### src/pkg/scfg_pkg.sv
// Purpose: Constants for the system configuration model-specific register bank.
// Assumes: Single 125 MHz clock, synchronous active-high reset.
// Notes:   Bit positions follow the register layout; undefined bits stay zero.
package scfg_pkg;
    localparam logic [31:0] SCFG_ADDR        = 32'hC0010010;
    localparam int          SCFG_WIDTH       = 64;
    localparam int          FIX_DRAM_EN_BIT  = 18;
    localparam int          FIX_DRAM_MOD_BIT = 19;
    localparam int          VAR_IO_EN_BIT    = 20;
    localparam int          TOM2_EN_BIT      = 21;
    localparam int          FORCE_WB_BIT     = 22;
    localparam int          MEM_ENC_BIT      = 23;
    localparam logic [63:0] SCFG_DEFINED     = 64'h0000_0000_00FC_0000;
    localparam logic [63:0] SCFG_RESET       = 64'h0000_0000_0000_0000;
    localparam logic [2:0]  MTYPE_WB         = 3'h6;
    localparam logic [7:0]  MTYPE_WB8        = 8'h06;
endpackage : scfg_pkg

### src/rtl/scfg_wb_select.sv
// Purpose: Default memory type selection for the upper memory region.
// Assumes: Inputs are steady levels; only force_wb_in comes from the configuration register.
// Notes:   Variable-range and page-table overrides are applied downstream.
`timescale 1ns/100ps
`default_nettype none
module scfg_wb_select
    import scfg_pkg::*;
(
    input  wire logic       force_wb_in,
    input  wire logic       deftype_enable_in,
    input  wire logic [7:0] deftype_type_in,
    input  wire logic       addr_in_upper_in,
    output logic      [7:0] default_type_out,
    output logic            forced_out
);
    wire force_active;
    // Force only applies while default-type enable is set
    assign force_active     = force_wb_in && deftype_enable_in && addr_in_upper_in;
    assign forced_out       = force_active;
    assign default_type_out = force_active ? MTYPE_WB8 : deftype_type_in;
endmodule : scfg_wb_select
`default_nettype wire

### src/rtl/scfg_bank.sv
// Purpose: System configuration register with its enable outputs.
// Assumes: Access strobes come from the model-register path; priv_in must be set for an access to hit.
// Notes:   Reads return data one cycle after the strobe.
`timescale 1ns/100ps
`default_nettype none
module scfg_bank
    import scfg_pkg::*;
(
    input  wire logic        clk_in,
    input  wire logic        srst_in,
    input  wire logic        msr_rd_in,
    input  wire logic        msr_wr_in,
    input  wire logic        priv_in,
    input  wire logic [31:0] msr_addr_in,
    input  wire logic [63:0] msr_wdata_in,
    output logic      [63:0] msr_rdata_out,
    output logic             msr_hit_out,
    input  wire logic        system_management_lock_in,
    input  wire logic [1:0]  dram_attr_stored_in,
    output logic      [1:0]  dram_attr_read_out,
    output logic             dram_attr_wr_allow_out,
    output logic             dram_attr_effective_out,
    output logic             variable_range_io_enable_out,
    output logic             second_memory_limit_enable_out,
    output logic             upper_memory_force_writeback_out,
    output logic             memory_encryption_enable_out,
    input  wire logic        deftype_enable_in,
    input  wire logic [7:0]  deftype_type_in,
    input  wire logic        addr_in_upper_in,
    output logic      [7:0]  default_type_out,
    output logic             forced_wb_out
);
    logic [63:0] system_configuration;
    logic [63:0] next_cfg;
    logic [63:0] rdata;
    wire         sel;
    wire         wr_hit;
    wire         rd_hit;
    wire         enc_hold;

    function automatic logic decode(input logic [31:0] a, input logic p);
        decode = p && (a == SCFG_ADDR);
    endfunction : decode

    assign sel     = decode(msr_addr_in, priv_in);
    assign wr_hit  = msr_wr_in && sel;
    assign rd_hit  = msr_rd_in && sel;
    assign msr_hit_out = (msr_rd_in || msr_wr_in) && sel;

    // Lock keeps encryption on once set; undefined bits masked out
    assign enc_hold = system_management_lock_in && system_configuration[MEM_ENC_BIT];
    always_comb begin
        next_cfg = (msr_wdata_in & SCFG_DEFINED);
        if (enc_hold) begin
            next_cfg[MEM_ENC_BIT] = 1'b1;
        end
    end

    always_ff @(posedge clk_in) begin
        if (srst_in) begin
            system_configuration <= SCFG_RESET;
        end else if (wr_hit) begin
            system_configuration <= next_cfg;
        end
    end

    always_ff @(posedge clk_in) begin
        if (srst_in) begin
            rdata <= SCFG_RESET;
        end else if (rd_hit) begin
            rdata <= system_configuration & SCFG_DEFINED;
        end
    end
    assign msr_rdata_out = rdata;

    assign dram_attr_wr_allow_out  = system_configuration[FIX_DRAM_MOD_BIT];
    // Attribute reads are masked rather than the stored bits cleared
    assign dram_attr_read_out      = system_configuration[FIX_DRAM_MOD_BIT] ?
                                     dram_attr_stored_in : 2'h0;
    assign dram_attr_effective_out = system_configuration[FIX_DRAM_EN_BIT];
    assign variable_range_io_enable_out     = system_configuration[VAR_IO_EN_BIT];
    assign second_memory_limit_enable_out   = system_configuration[TOM2_EN_BIT];
    assign upper_memory_force_writeback_out = system_configuration[FORCE_WB_BIT];
    assign memory_encryption_enable_out     = system_configuration[MEM_ENC_BIT];

    scfg_wb_select scfg_wb_select_inst (
        .force_wb_in       (system_configuration[FORCE_WB_BIT] &&
                            system_configuration[TOM2_EN_BIT]),
        .deftype_enable_in (deftype_enable_in),
        .deftype_type_in   (deftype_type_in),
        .addr_in_upper_in  (addr_in_upper_in),
        .default_type_out  (default_type_out),
        .forced_out        (forced_wb_out)
    );

    // Storage, lock and reset
    a_lock_sticky: assert property (
        @(posedge clk_in) disable iff (srst_in)
        (system_management_lock_in && memory_encryption_enable_out)
        |=>
        memory_encryption_enable_out
    ) else $error("encryption enable cleared under lock");

    a_enc_set_lock: assert property (
        @(posedge clk_in) disable iff (srst_in)
        (wr_hit && system_management_lock_in && msr_wdata_in[MEM_ENC_BIT])
        |=>
        memory_encryption_enable_out
    ) else $error("encryption enable not set under lock");

    a_enc_write: assert property (
        @(posedge clk_in) disable iff (srst_in)
        (wr_hit && !enc_hold)
        |=>
        memory_encryption_enable_out == $past(msr_wdata_in[MEM_ENC_BIT])
    ) else $error("encryption enable did not follow write");

    a_enc_off: assert property (
        @(posedge clk_in) disable iff (srst_in)
        (wr_hit && !system_management_lock_in && !msr_wdata_in[MEM_ENC_BIT])
        |=>
        !memory_encryption_enable_out
    ) else $error("encryption enable not cleared while unlocked");

    a_write_store: assert property (
        @(posedge clk_in) disable iff (srst_in)
        (wr_hit && !enc_hold)
        |=>
        system_configuration == ($past(msr_wdata_in) & SCFG_DEFINED)
    ) else $error("write not stored");

    a_hold_idle: assert property (
        @(posedge clk_in) disable iff (srst_in)
        !wr_hit
        |=>
        $stable(system_configuration)
    ) else $error("register changed without a write");

    a_undef_zero: assert property (
        @(posedge clk_in) disable iff (srst_in)
        (system_configuration & ~SCFG_DEFINED)
        ==
        64'h0
    ) else $error("undefined bit set");

    a_reset_clear: assert property (
        @(posedge clk_in)
        srst_in
        |=>
        (system_configuration == SCFG_RESET) && (msr_rdata_out == SCFG_RESET)
    ) else $error("reset did not clear register");

    // Enables follow the last accepted write
    a_fix_en: assert property (
        @(posedge clk_in) disable iff (srst_in)
        wr_hit
        |=>
        dram_attr_effective_out == $past(msr_wdata_in[FIX_DRAM_EN_BIT])
    ) else $error("attribute enable mismatch");

    a_attr_modify: assert property (
        @(posedge clk_in) disable iff (srst_in)
        wr_hit
        |=>
        dram_attr_wr_allow_out == $past(msr_wdata_in[FIX_DRAM_MOD_BIT])
    ) else $error("attribute write permission mismatch");

    a_attr_mask: assert property (
        @(posedge clk_in) disable iff (srst_in)
        !system_configuration[FIX_DRAM_MOD_BIT]
        |->
        dram_attr_read_out == 2'h0
    ) else $error("attributes visible while blocked");

    a_attr_block: assert property (
        @(posedge clk_in) disable iff (srst_in)
        (wr_hit && !msr_wdata_in[FIX_DRAM_MOD_BIT])
        |=>
        (dram_attr_read_out == 2'h0) && !dram_attr_wr_allow_out
    ) else $error("attribute access left open after clearing");

    a_attr_pass: assert property (
        @(posedge clk_in) disable iff (srst_in)
        dram_attr_wr_allow_out
        |->
        dram_attr_read_out == dram_attr_stored_in
    ) else $error("attributes hidden while allowed");

    a_var_io: assert property (
        @(posedge clk_in) disable iff (srst_in)
        wr_hit
        |=>
        variable_range_io_enable_out == $past(msr_wdata_in[VAR_IO_EN_BIT])
    ) else $error("I/O range enable did not follow write");

    a_limit2_en: assert property (
        @(posedge clk_in) disable iff (srst_in)
        wr_hit
        |=>
        second_memory_limit_enable_out == $past(msr_wdata_in[TOM2_EN_BIT])
    ) else $error("second limit enable did not follow write");

    a_force_bit: assert property (
        @(posedge clk_in) disable iff (srst_in)
        wr_hit
        |=>
        upper_memory_force_writeback_out == $past(msr_wdata_in[FORCE_WB_BIT])
    ) else $error("force write-back bit did not follow write");

    // Access decode and read path
    a_addr_decode: assert property (
        @(posedge clk_in) disable iff (srst_in)
        (msr_wr_in && (msr_addr_in != SCFG_ADDR))
        |=>
        $stable(system_configuration)
    ) else $error("write at other address changed register");

    a_priv_only: assert property (
        @(posedge clk_in) disable iff (srst_in)
        !priv_in
        |=>
        $stable(system_configuration)
    ) else $error("unprivileged write");

    a_priv_hit: assert property (
        @(posedge clk_in) disable iff (srst_in)
        !priv_in
        |->
        !msr_hit_out
    ) else $error("hit flagged for unprivileged access");

    a_hit_decode: assert property (
        @(posedge clk_in) disable iff (srst_in)
        msr_hit_out
        ==
        ((msr_rd_in || msr_wr_in) && priv_in && (msr_addr_in == SCFG_ADDR))
    ) else $error("hit flag wrong");

    a_hit_quiet: assert property (
        @(posedge clk_in) disable iff (srst_in)
        !(msr_rd_in || msr_wr_in)
        |->
        !msr_hit_out
    ) else $error("hit flagged without a strobe");

    a_unpriv_read: assert property (
        @(posedge clk_in) disable iff (srst_in)
        (msr_rd_in && !priv_in)
        |=>
        $stable(msr_rdata_out)
    ) else $error("unprivileged read changed read data");

    a_read_data: assert property (
        @(posedge clk_in) disable iff (srst_in)
        (rd_hit && !wr_hit)
        |=>
        msr_rdata_out == $past(system_configuration)
    ) else $error("read data wrong");

    a_read_old: assert property (
        @(posedge clk_in) disable iff (srst_in)
        (rd_hit && wr_hit)
        |=>
        msr_rdata_out == $past(system_configuration)
    ) else $error("read beside a write did not return old value");

    a_rdata_hold: assert property (
        @(posedge clk_in) disable iff (srst_in)
        !rd_hit
        |=>
        $stable(msr_rdata_out)
    ) else $error("read data changed without a read");

    a_rdata_undef: assert property (
        @(posedge clk_in) disable iff (srst_in)
        (msr_rdata_out & ~SCFG_DEFINED)
        ==
        64'h0
    ) else $error("undefined bit read as one");

    // Upper-region default type
    a_force_wb: assert property (
        @(posedge clk_in) disable iff (srst_in)
        forced_wb_out
        |->
        (deftype_enable_in && addr_in_upper_in && (default_type_out == MTYPE_WB8))
    ) else $error("forced write-back without enable");

    a_force_on: assert property (
        @(posedge clk_in) disable iff (srst_in)
        (deftype_enable_in && addr_in_upper_in && upper_memory_force_writeback_out &&
         second_memory_limit_enable_out)
        |->
        (forced_wb_out && (default_type_out == MTYPE_WB8))
    ) else $error("write-back not forced");

    a_no_force_off: assert property (
        @(posedge clk_in) disable iff (srst_in)
        !deftype_enable_in
        |->
        (!forced_wb_out && (default_type_out == deftype_type_in))
    ) else $error("default type replaced while default-type enable clear");

    a_no_force_out: assert property (
        @(posedge clk_in) disable iff (srst_in)
        !addr_in_upper_in
        |->
        (!forced_wb_out && (default_type_out == deftype_type_in))
    ) else $error("default type replaced outside the upper region");

    a_limit2_gate: assert property (
        @(posedge clk_in) disable iff (srst_in)
        !second_memory_limit_enable_out
        |->
        !forced_wb_out
    ) else $error("write-back forced while second limit disabled");

endmodule : scfg_bank
`default_nettype wire

### config.mk
export PLATFORM = sky130hd
export DESIGN_NAME = scfg_bank
export DESIGN_NICKNAME = d
export VERILOG_FILES = /design/src/pkg/scfg_pkg.sv /design/src/rtl/scfg_wb_select.sv /design/src/rtl/scfg_bank.sv
export SDC_FILE = /design/constraint.sdc
export NUM_CORES = 1
export LEC_CHECK = 0
export BUFFER_PORTS_ARGS = -buffer_cell sky130_fd_sc_hd__buf_2
export CAP_MARGIN = 30
export CORE_AREA = 2 2 76 78
export CTS_CLUSTER_DIAMETER = 40
export DETAILED_ROUTE_END_ITERATION = 10
export DIE_AREA = 0 0 78 80
export PLACE_DENSITY = 0.74
export SLEW_MARGIN = 20
export SYNTH_ARGS = -nofsm -noshare
export SYNTH_HDL_FRONTEND = slang
export SYNTH_SLANG_ARGS = --single-unit
### constraint.sdc
create_clock -name clk_in -period 2.1 [get_ports clk_in]
set_input_delay 0.315 -clock clk_in [delete_from_list [all_inputs] [get_ports clk_in]]
set_output_delay 0.315 -clock clk_in [all_outputs]
set_load 0.02 [all_outputs]
Word-level counts from Yosys, hierarchy flattened
Cells that the tools add are included.
{"block": "totals", "register_bits": 12, "input_bits": 114, "elab_cells": 15}
{"block": "op_classes", "n_eq_ne": 1, "mux": 3, "n_reduce_logical": 9}
{"operator": "$eq A32 B32 Y1 const B", "count": 1}
{"operator": "$logic_and A1 B1 Y1", "count": 8}
{"operator": "$mux W8", "count": 1}
{"operator": "$mux W2", "count": 1}
{"operator": "$logic_or A1 B1 Y1", "count": 1}
{"operator": "$mux W1", "count": 1}

Logic depth before layout (Yosys ltp)
Gate-level depths: netlist of run 1.
{"block": "logic_depth", "word_depth": 4, "mapped_depth": 5, "depth_no_buf": 4}

Cells and area by module
A second synthesis of run 1 with hierarchy kept.
{"block": "unflattened", "hier_cells": 135, "hier_area_um2": 1226.2}
{"mod": "scfg_bank", "instances": 1, "cells_per_inst": 125, "area_per_inst_um2": 1162.4}
{"mod": "scfg_wb_select", "instances": 1, "cells_per_inst": 10, "area_per_inst_um2": 63.8}

Worst setup path before layout of run 1
Ideal clock, no wire load.
{"block": "synth_path", "path_type": "input to output", "startpoint": "input port msr_addr_in[23]", "endpoint": "output port msr_hit_out", "arrival_time_ns": 1.920, "required_ns": 1.785, "path_slack_ns": -0.135, "cell_stages": 3, "n_path_buf": 0, "cell_sequence": "nor4_2 nand4_2 a2111oi_0"}
{"block": "synth_via", "elab_chain_len": 3}
{"element": "from (decl)", "line_no": "scfg_bank.sv:14", "source": "input wire logic [31:0] msr_addr_in,"}
{"element": "$eq A32 B32 Y1", "line_no": "scfg_bank.sv:42", "source": "decode = p && (a == SCFG_ADDR);"}
{"element": "$logic_and A1 B1 Y1", "line_no": "scfg_bank.sv:42"}
{"element": "$logic_and A1 B1 Y1", "line_no": "scfg_bank.sv:48", "source": "assign msr_hit_out = (msr_rd_in || msr_wr_in) && sel;"}
{"element": "to (decl)", "line_no": "scfg_bank.sv:17", "source": "output logic msr_hit_out,"}
No other way between the ends.

Worst setup path after layout of run 1
{"block": "layout_path", "startpoint": "input port msr_addr_in[7]", "endpoint": "output port msr_hit_out"}
The elaborated chain is that of the path after synthesis.

==> summary.md, run 1 <==
| Metric | Value |
|---|---|
| Status | finished, final reports clean |
| Post-synth EDFFs | 0 |
| Fmax | between 0.5 and 0.6 GHz |
| Total power | 619 uW |
| Max Root-Sink Buffers | 2 |
| Final global-route overflow total | 0 |
| Reg clk slew, reported paths | 0.05 ns |
| CP max FO | 5 |
| Worst R2R Path Depth | 2 |
| Dpl cell area | 0.00144 sq mm |
| Main combinational cell family by area after synthesis | buffers and inverters |
| Drt total wl | 2.53 mm |
| Period utilisation layout | 87.6% |
| Worst Hold Depth | 3 |
| Main synth FF type | dfxtp_1 |
| Via-to-Cell Ratio | 3.45 |
| Setup Fix Bufs, Post-CTS | 0 |
| Post-Syn Area | 0.00117 sq mm |
| Flop2flop setup slack | 1.27 ns |
| Worst Path Required | 1.78 ns |
| Async SR Flop Fraction | 0% |
| Worst Setup End Kind | output port |
| RSZ-0062 raised after global routing | no |
| Pwr/cell area | roughly 420 mW/mm^2 |
| Netlist cell types | 24 |
| Post-synthesis mux area share | 9.87% |
| Die area | 0.00624 sq mm |
| CP Launch Type | input pin |
| CP arrival | 1.52 ns |
| Pin count of the biggest net entering global routing | 20 |
| Mean routed wirelength per cell | 8.77 um |
| Final Hold Violating Endpoints | 0 |
| Die Y | 80 um |
| DP HPWL | 2.23 mm |
| Layout cells sized above 1 | 42.1% |
| Total core area | 0.00541 sq mm |
| Pre-antenna DRT Iters | 4 |
| Reg2reg end | msr_rdata_out[23] |
| DIE WIDTH | 78 um |
| Worst-Skew Late Latency | between 0.2 and 0.25 ns |
| Synth area leaders | buf_4 (37%), dfxtp_1 (21%), nand2b_1 (9.7%) |
| CTS Sinks | 12 |
| Number of synthesized register bits | 12 |
| Top-area cell type share of the netlist area | 37.3% |
| DRC | 0 |
| Min Tclk post-route | between 1.5 and 2 ns |
| Cts hold-fix bufs | 0 |
| Mapped Cells | ~130 |
| Simple-gate share of the synthesized area | 27.4% |
| Syn. warnings | 0 |
| Setup CP Type | in -> out |
| Leading area contributor after synthesis | buf_4 |
| Leak pwr | 0.839 nW |
| CTS buffer count | 3 |
| CTS resizes | 0 |
| # diodes | 0 |
| Synth Area in XOR/XNOR | 0% |
| ANT nets after route | 0 |
| Synth Area in Compound Gates | between 2 and 2.5% |
| Initial antenna violation count | 0 |
| Row count | 27 |
| Reg-to-reg critical path startpoint | system_configuration[23] |
| Post-synthesis sequential area ratio | 20.6% |
| Fin util | between 20% and 30% |
| Worst VDD drop | 0.000253 V |
| Post-Syn Area per Cell | 8.70 sq um |
| Initial drt markers | 7 |
| Synth cell count leaders | buf_4 (58), nand2b_1 (18), dfxtp_1 (12), mux2i_1 (10), and2_1 (8) |
| CTS tree | done |
| First-pass GRT wire length | 3.62 mm |
| Layout net count | 332 |
| Starting Density | 21.6% |
| I/O pins | 196 |
| Max Slew Vio Count | 0 |
| H-tree depth | 1 |
| Final setup violation count | 0 |
| Synth-to-layout area growth | 26.9% |
| I/O Buffers | 79 |
| Clock skew | roughly 0.00016 ns |
| Hold EP | system_configuration[22] |
| All-Layer GR Usage | 7.24% |
| Count leader, synth | buf_4 |
| Final TNS setup | 0 ns |
| Root Driver | clkbuf_8 |
| HP Class | in -> reg |
| Gpl congestion | 0.665 |
| Fillcell total | 608 |
| Post-synthesis adder-cell area fraction | 0% |
| Vias in the first global route | between 800 and 900 |
| Via count | 995 |
| Post-layout instance area | 0.00148 sq mm |
| Origin of the worst min-delay path | msr_wdata_in[22] |
| Max Cap Viol | 0 |
## layer usage
metal	global-route usage, %	part of all wire, %	vias to the layer above
met5	0	0	-
met4	2.46	0	0
met3	2.04	11	0
met2	13.5	52	61
met1	7.80	37	436
li1	-	-	498
## per-stage QoR
step           hold WS [ns]  setup slack [ns]  std cells
2_1_floorplan         0.471             0.111        191
6_report              0.340             0.260        288
3_5_place_dp          0.469             0.104        285
3_3_place_gp          0.464             0.116        285
4_1_cts               0.338             0.235        288
5_1_grt               0.345             0.159        288
## critical path, cell delays in order
cell and delay [ns]:
buf_2 0.10, nor4b_2 0.29, nand4_2 0.22, a2111oi_1 0.37
buf_2 0.23
## area by class of cell
class	instances	area, sq um	area share, %
repair buffers	82	418	28.2
well taps	72	90.1	6.09
multi-input cells	116	679	45.9
flip-flops and latches	12	240	16.2
inverters	3	11.3	0.761
clock buffers	3	41.3	2.79
## worst max path at each step
stage / to / from / cells past startpoint
2_1_floorplan: msr_hit_out / msr_addr_in[23] / 3
3_3_place_gp: msr_rdata_out[22] / msr_addr_in[11] / 6
3_5_place_dp: msr_rdata_out[19] / msr_addr_in[7] / 6
4_1_cts: msr_hit_out / msr_addr_in[7] / 5
5_1_grt: msr_hit_out / msr_addr_in[7] / 5
6_report: msr_hit_out / msr_addr_in[7] / 5
## state kept, by name, summed over array words and instances (netlist names)
name / count
msr_rdata_out: 6
system_configuration: 6
## layout by cell type (no fill, tap or decap)
cell,Yosys,layout
buf_2,0,79
conb_1,1,58
nand2b_1,18,18
dfxtp_1,12,12
mux2i_1,10,10
and2_1,8,8
inv_1,3,3
clkbuf_8,0,3
buf_4,58,3
nand4_1,2,2
nor4b_2,2,2
nor4_2,2,2
nor4_1,2,2
nor2b_1,2,2
nand3b_1,2,2
o41ai_1,2,2
nor2_1,1,1
nand4_2,1,1
or3_1,1,1
nor4b_1,1,1
nor4bb_1,1,1
a2111oi_1,0,1
or4_1,1,1
mux2_4,1,1
## power breakdown
group / total [mW] / internal (mW) / switching, mW
registers: 0.228 / 0.228 / 0.00000000000840
logic: 0.185 / 0.0550 / 0.130
clock network: 0.206 / 0.126 / 0.0800
total: 0.619 / 0.409 / 0.210
## kinds of logic (layout without fill, tap and decap cells)
| group | after synthesis | count (layout) |
|---|---|---|
| DFF | 12 | 12 |
| other | 1 | 58 |
| muxes | 11 | 11 |
| and+or+nand+nor | 44 | 44 |
| AOI/OAI and AO/OA | 3 | 3 |
| buffers and inverters | 63 | 88 |
No activity file was read; power rests on OpenSTA's default activity.
==> run 2: changes to the inputs <==
--- a/config.mk
+++ b/config.mk
@@ -12,6 +12,7 @@
 export DETAILED_ROUTE_END_ITERATION = 10
 export DIE_AREA = 0 0 78 80
 export PLACE_DENSITY = 0.74
+export REMOVE_ABC_BUFFERS = 1
 export SLEW_MARGIN = 20
 export SYNTH_ARGS = -nofsm -noshare
 export SYNTH_HDL_FRONTEND = slang
==> run 2 against run 1 <==
  * Non-clock buffer count is the same
  * Clock skew up 0.0024 ns
  * Count of clock-buffer cells in the layout rose by 1
  * Register-to-register slack about the same
  * Power increased by 7.6%
  * Critical endpoint unchanged
  * Largest power group is now the clock network
  * Highest routed layer is now met4
==> summary.md, run 2 (synthesis gave the netlist of run 1 again) <==
| Metric | Value |
|---|---|
| Dpl cell area | 0.00144 sq mm (about the same) |
| Commonest non-fill, non-tap cells in the layout | buf_2 (79), conb_1 (58), nand2b_1 (18) |
| Die area | 0.00624 sq mm (unchanged) |
| Reg2reg end | msr_rdata_out[23] |
| Hold EP | system_configuration[22] |
| All-Layer GR Usage | 7.51% (+0.27 points) |
| Flop2flop setup slack | 1.27 ns (about the same) |
| Min Tclk post-route | 1.85 ns (+0.0144 ns) |
| CTS Sinks | 12 (unchanged) |
| Fmax | 0.539 GHz (-0.78%) |
| Final global-route overflow total | 0 (unchanged) |
| DP HPWL | 2.30 mm (+3.2%) |
| Worst-path cell chain | buf_2, nor4_2, nand4_2, a2111oi_0, buf_2 |
| Post-layout instance area | 0.00149 sq mm (+0.85%) |
| Starting Density | 21.6% (unchanged) |
| DIE WIDTH | 78 um (unchanged) |
| Worst Setup End Kind | output port |
| Clock skew | 0.00253 ns (+0.00237 ns) |
| Reg-to-reg critical path startpoint | system_configuration[23] |
| Via-to-Cell Ratio | 3.46 (about the same) |
| Cts hold-fix bufs | 0 (unchanged) |
| RSZ-0062 raised after global routing | no |
| Setup CP Type | in -> out |
| CP max FO | 5 (unchanged) |
| Reg clk slew, reported paths | 0.05 ns (about the same) |
| Met3 usage | 2.04% (unchanged) |
| ANT nets after route | 0 (unchanged) |
| Worst-Skew Late Latency | 0.24 ns (about the same) |
| Max Cap Viol | 0 (unchanged) |
| Critical Path Most Common Cell | buf_2 |
| # diodes | 0 (unchanged) |
| Total power | 666 uW (+7.6%) |
| Die Y | 80 um (unchanged) |
| Setup Fix Bufs, Post-CTS | 0 (unchanged) |
| Pwr/cell area | 446 mW/mm^2 (+6.7%) |
| Via count | 999 (+0.40%) |
| First-pass GRT wire length | 3.73 mm (+3.1%) |
| Synth-to-layout area growth | 28.0% |
| DRC | 0 (unchanged) |
| Max Root-Sink Buffers | 2 (unchanged) |
| Layout cells sized above 1 | 42.4% (+0.27 points) |
| Worst R2R Path Depth | 2 (unchanged) |
| Root Driver | clkbuf_8 |
| CP peak stage delay | 0.39 ns (+0.02 ns) |
| Fin util | 27.6% (+0.23 points) |
| Leak pwr | 0.846 nW (+0.86%) |
| Layout net count | 332 (unchanged) |
| Row count | 27 (unchanged) |
| CTS resizes | 0 (unchanged) |
| Initial drt markers | 15 (+8) |
| Status | finished, final reports clean |
| CP arrival | 1.54 ns (+0.02 ns) |
| Drt total wl | 2.62 mm (+3.7%) |
| Total core area | 0.00541 sq mm (unchanged) |
| Max Slew Vio Count | 0 (unchanged) |
| Final TNS setup | 0 ns (unchanged) |
| CTS buffer count | 3 (unchanged) |
| Worst Hold Depth | 3 (unchanged) |
| Pin count of the biggest net entering global routing | 20 (unchanged) |
| Final Hold Violating Endpoints | 0 (unchanged) |
| Origin of the worst min-delay path | msr_wdata_in[22] |
| Met1 usage | 8.84% (+1.0 points) |
| CP Launch Type | input pin |
| H-tree depth | 1 (unchanged) |
| Pre-antenna DRT Iters | 4 (unchanged) |
| HP Class | in -> reg |
| Met2 global-route usage | 13.1% (-0.43 points) |
| Hold WS | 0.333 ns (-0.00720 ns) |
| Global routing's busiest layer | met2 |
| Period utilisation layout | 88.3% (+0.69 points) |
| CP max stage cell | a2111oi_0 |
| Worst VDD drop | 0.000249 V (-1.6%) |
| Gpl congestion | 0.666 (about the same) |
| Worst Path Required | 1.78 ns (about the same) |
| I/O Buffers | 79 (unchanged) |
| I/O pins | 196 (unchanged) |
| Vias in the first global route | 838 (+1.8%) |
| Initial antenna violation count | 0 (unchanged) |
| CTS tree | done |
| Mean routed wirelength per cell | 9.06 um (+3.3%) |
| Commonest non-fill, non-tap cell in the layout | buf_2 |
| Final setup violation count | 0 (unchanged) |
run 2: how the worst max path moves through the flow:
stage	endpoint	start
final	msr_hit_out	msr_addr_in[23]
after global routing	msr_hit_out	msr_addr_in[7]
after CTS	msr_hit_out	msr_addr_in[11]
after detailed placement	msr_rdata_out[18]	msr_addr_in[11]
after global placement	msr_rdata_out[22]	msr_addr_in[11]
after floorplan	msr_hit_out	msr_addr_in[23]
run 2: routing by layer:
| layer | share of wire, % | wire length (um) |
|---|---|---|
| met1 | 38 | 983 |
| met3 | 9.5 | 249 |
| met4 | 1.6 | 41 |
| met2 | 51 | 1340 |
| met5 | 0 | 0 |
run 2: power by group:
part             switching (mW)  leakage, nW  internal (mW)  total [mW]
clock network            0.0882       0.0288          0.166       0.254
registers      0.00000000000816       0.0966          0.228       0.228
logic                     0.129        0.721         0.0549       0.184
total                     0.218        0.846          0.448       0.666
run 2: cell type report:
type                    instances  area, sq um
clock buffers                   4         55.1
inverters                       3         11.3
multi-input cells             116          678
repair buffers                 82          418
well taps                      72         90.1
fillers                       607         3910
flip-flops and latches         12          240
run 2: critical path, delay by kind of cell:
family	cells	cell delay, ns
simple gates	2	0.48
compound gates	1	0.39
buf+inv	2	0.34
run 2: stage by stage:
stage                     instances  worst slack (ns)
after global routing            289             0.133
after global placement          285             0.137
after floorplan                 131            -0.135
final                           289             0.246
after CTS                       289             0.198
after detailed placement        285             0.123
==> run 3: changes to the inputs <==
--- a/config.mk
+++ b/config.mk
@@ -5,13 +5,13 @@
 export SDC_FILE = /design/constraint.sdc
 export NUM_CORES = 1
 export LEC_CHECK = 0
-export BUFFER_PORTS_ARGS = -buffer_cell sky130_fd_sc_hd__buf_2
 export CAP_MARGIN = 30
 export CORE_AREA = 2 2 76 78
 export CTS_CLUSTER_DIAMETER = 40
 export DETAILED_ROUTE_END_ITERATION = 10
 export DIE_AREA = 0 0 78 80
-export PLACE_DENSITY = 0.74
+export DONT_BUFFER_PORTS = 1
+export PLACE_DENSITY = 0.44
 export REMOVE_ABC_BUFFERS = 1
 export SLEW_MARGIN = 20
 export SYNTH_ARGS = -nofsm -noshare
==> constraint.sdc (replaced) <==
create_clock -name clk_in -period 1.6 [get_ports clk_in]
set_input_delay 0.24 -clock clk_in [delete_from_list [all_inputs] [get_ports clk_in]]
set_output_delay 0.24 -clock clk_in [all_outputs]
set_load 0.02 [all_outputs]
==> run 3 against run 2 <==
  * Setup slack worse by 0.20 ns
  * Non-clock buffer count shrank 73
  * Core utilization is 5.5 points lower
  * Largest cell class unchanged
==> summary.md, run 3 (synthesis gave the netlist of run 1 again) <==
| Metric | Value |
|---|---|
| Status | finished, final reports clean |
| Reg clk slew, reported paths | 0.05 ns (about the same) |
| Met1 Wirelength | 811 um (-17%) |
| Leak pwr | 0.545 nW (-36%) |
| Setup CP Type | in -> out |
| Worst R2R Path Depth | 2 (unchanged) |
| Flop2flop setup slack | 0.66 ns (-0.61 ns) |
| CTS tree | done |
| Initial drt markers | 9 (-6) |
| I/O Buffers | 0 (-100%) |
| Kind of cell adding the most delay to the critical path | simple AND/OR/NAND/NOR gates |
| DRC | 0 (unchanged) |
| Hold EP | system_configuration[20] |
| I/O pins | 196 (unchanged) |
| Commonest non-fill, non-tap cell in the layout | conb_1 |
| Pin count of the biggest net entering global routing | 20 (unchanged) |
| Cts hold-fix bufs | 0 (unchanged) |
| H-tree depth | 1 (unchanged) |
| Final Hold Violating Endpoints | 0 (unchanged) |
| DP HPWL | 2.10 mm (-8.7%) |
| Fillcell total | 602 (-0.82%) |
| First-pass GRT wire length | 3.21 mm (-14%) |
| Reg-to-reg critical path startpoint | system_configuration[23] |
| Setup slack at placement | -0.152 ns (-0.275 ns) |
| Initial antenna violation count | 1 (+1) |
| Period utilisation layout | 97.4% |
| Die area | 0.00624 sq mm (unchanged) |
| Root Driver | clkbuf_8 |
| ANT nets after route | 0 (unchanged) |
| Final global-route overflow total | 0 (unchanged) |
| Layout cells sized above 1 | 15.3% (-27 points) |
| Wire length on met2 | 1.26 mm (-6.5%) |
| Worst Hold Depth | 2 (-1) |
| Gpl congestion | 0.732 (+10%) |
| Worst-Skew Late Latency | 0.24 ns (about the same) |
| Reg2reg end | msr_rdata_out[23] |
| Min Tclk post-route | 1.56 ns |
| Max Root-Sink Buffers | 2 (unchanged) |
| Worst Setup End Kind | output port |
| Pre-antenna DRT Iters | 4 (unchanged) |
| Final TNS setup | 0 ns (unchanged) |
| CTS buffer count | 3 (unchanged) |
| Commonest non-fill, non-tap cells in the layout | conb_1 (58), nand2b_1 (18), dfxtp_1 (12) |
| Layout net count | 259 (-22%) |
| CP max stage cell | a2111oi_4 |
| Max Slew Vio Count | 0 (unchanged) |
| CP arrival | 1.32 ns (-0.22 ns) |
| Hold WS | 0.152 ns (-0.181 ns) |
| Drt total wl | 2.48 mm (-5.2%) |
| Die Y | 80 um (unchanged) |
| HP Class | in -> reg |
| CTS Sinks | 12 (unchanged) |
| CP max FO | 4 (-1) |
| Via count | 751 (-25%) |
| Mean routed wirelength per cell | 11.4 um (+26%) |
| Placed Cells | 211 (-26%) |
| Worst Path Required | 1.36 ns (-0.42 ns) |
| CP peak stage delay | 0.30 ns (-0.09 ns) |
| Synth-to-layout area growth | 2.47% |
| Vias in the first global route | 590 (-30%) |
| Final cell count without fillers | 217 (-25%) |
| Row count | 27 (unchanged) |
| Starting Density | 21.6% (unchanged) |
| RSZ-0062 raised after global routing | yes |
| All-Layer GR Usage | 6.96% (-0.55 points) |
| Worst setup margin | 0.0419 ns (-0.204 ns) |
| Total core area | 0.00541 sq mm (unchanged) |
| DIE WIDTH | 78 um (unchanged) |
| Via-to-Cell Ratio | 3.46 (+0.12%) |
| Final setup violation count | 0 (unchanged) |
| Clock skew | 0.000810 ns (-0.00172 ns) |
| Origin of the worst min-delay path | msr_wdata_in[20] |
| Worst-path cell chain | nor4_4, nand4_2, buf_6, a2111oi_4, buf_4 |
| Fin util | 22.1% (-5.5 points) |
| CP Launch Type | input pin |
| Fmax | 0.642 GHz |
| Pwr/cell area | 673 mW/mm^2 (+51%) |
| Max Cap Viol | 0 (unchanged) |
| Worst VDD drop | 0.000320 V (+29%) |
| Met3 wire len | 407 um (+63%) |
| Uppermost layer routed | met4 |
| Worst Path Buf+Inv | 2 (unchanged) |
## run 3: cell types whose count changed in the layout (fill, tap and decap cells not counted), sizes merged
cell	change
buf	-73
diode	+1
## run 3: worst reg2reg max path, delay by kind of cell (launching register included)
kind / cells / cell delay, ns
multiplexers: 1 / 0.26
AND/OR/NAND/NOR: 1 / 0.18
flip-flops: 1 / 0.39
## run 3: per-stage QoR
step	power [mW]	instance area, sq um
global route	0.845	1190
global placement	0.469	1080
detailed placement	0.469	1080
floorplan	0.464	930
finish	0.804	1190
CTS	0.818	1180
## run 3: repair_timing
item	4_1_cts	5_1_grt
setup buffers	1	0
resized for setup	5	2
pin swaps	1	2
setup endpoints to repair	1	7
## run 3: worst max-delay path by stage
stage,depth (start not counted),startpoint,slack (ns),endpoint
2_1_floorplan,3,msr_addr_in[23],-0.49,msr_hit_out
3_3_place_gp,5,msr_addr_in[11],-0.13,msr_rdata_out[22]
3_5_place_dp,5,msr_addr_in[23],-0.15,msr_hit_out
4_1_cts,6,msr_addr_in[23],0.003,msr_rdata_out[22]
5_1_grt,5,msr_addr_in[24],-0.01,msr_hit_out
6_report,5,msr_addr_in[24],0.04,msr_hit_out
## run 3: where the power goes
part / leakage [nW] / internal [mW] / switching (mW) / total (mW)
clock network: 0.0288 / 0.218 / 0.118 / 0.335
logic: 0.420 / 0.0234 / 0.147 / 0.170
registers: 0.0966 / 0.299 / 0.0000000000263 / 0.299
## run 3: layer usage
layer	track usage [%]	up-vias
met2	11.3	67
met3	4.98	2
li1	-	352
met4	1.05	0
met5	0	-
met1	7.55	330
## run 3: area by class of cell
type                            instances  area, sq um  share of cell area [%]
Antenna cell                            1         2.50                   0.209
Clock buffer                            4         55.1                    4.61
Inverter                                3         11.3                   0.942
Multi-Input combinational cell        116          724                    60.6
Sequential cell                        12          240                    20.1
Tap cell                               72         90.1                    7.54
Timing Repair Buffer                    9         71.3                    5.97
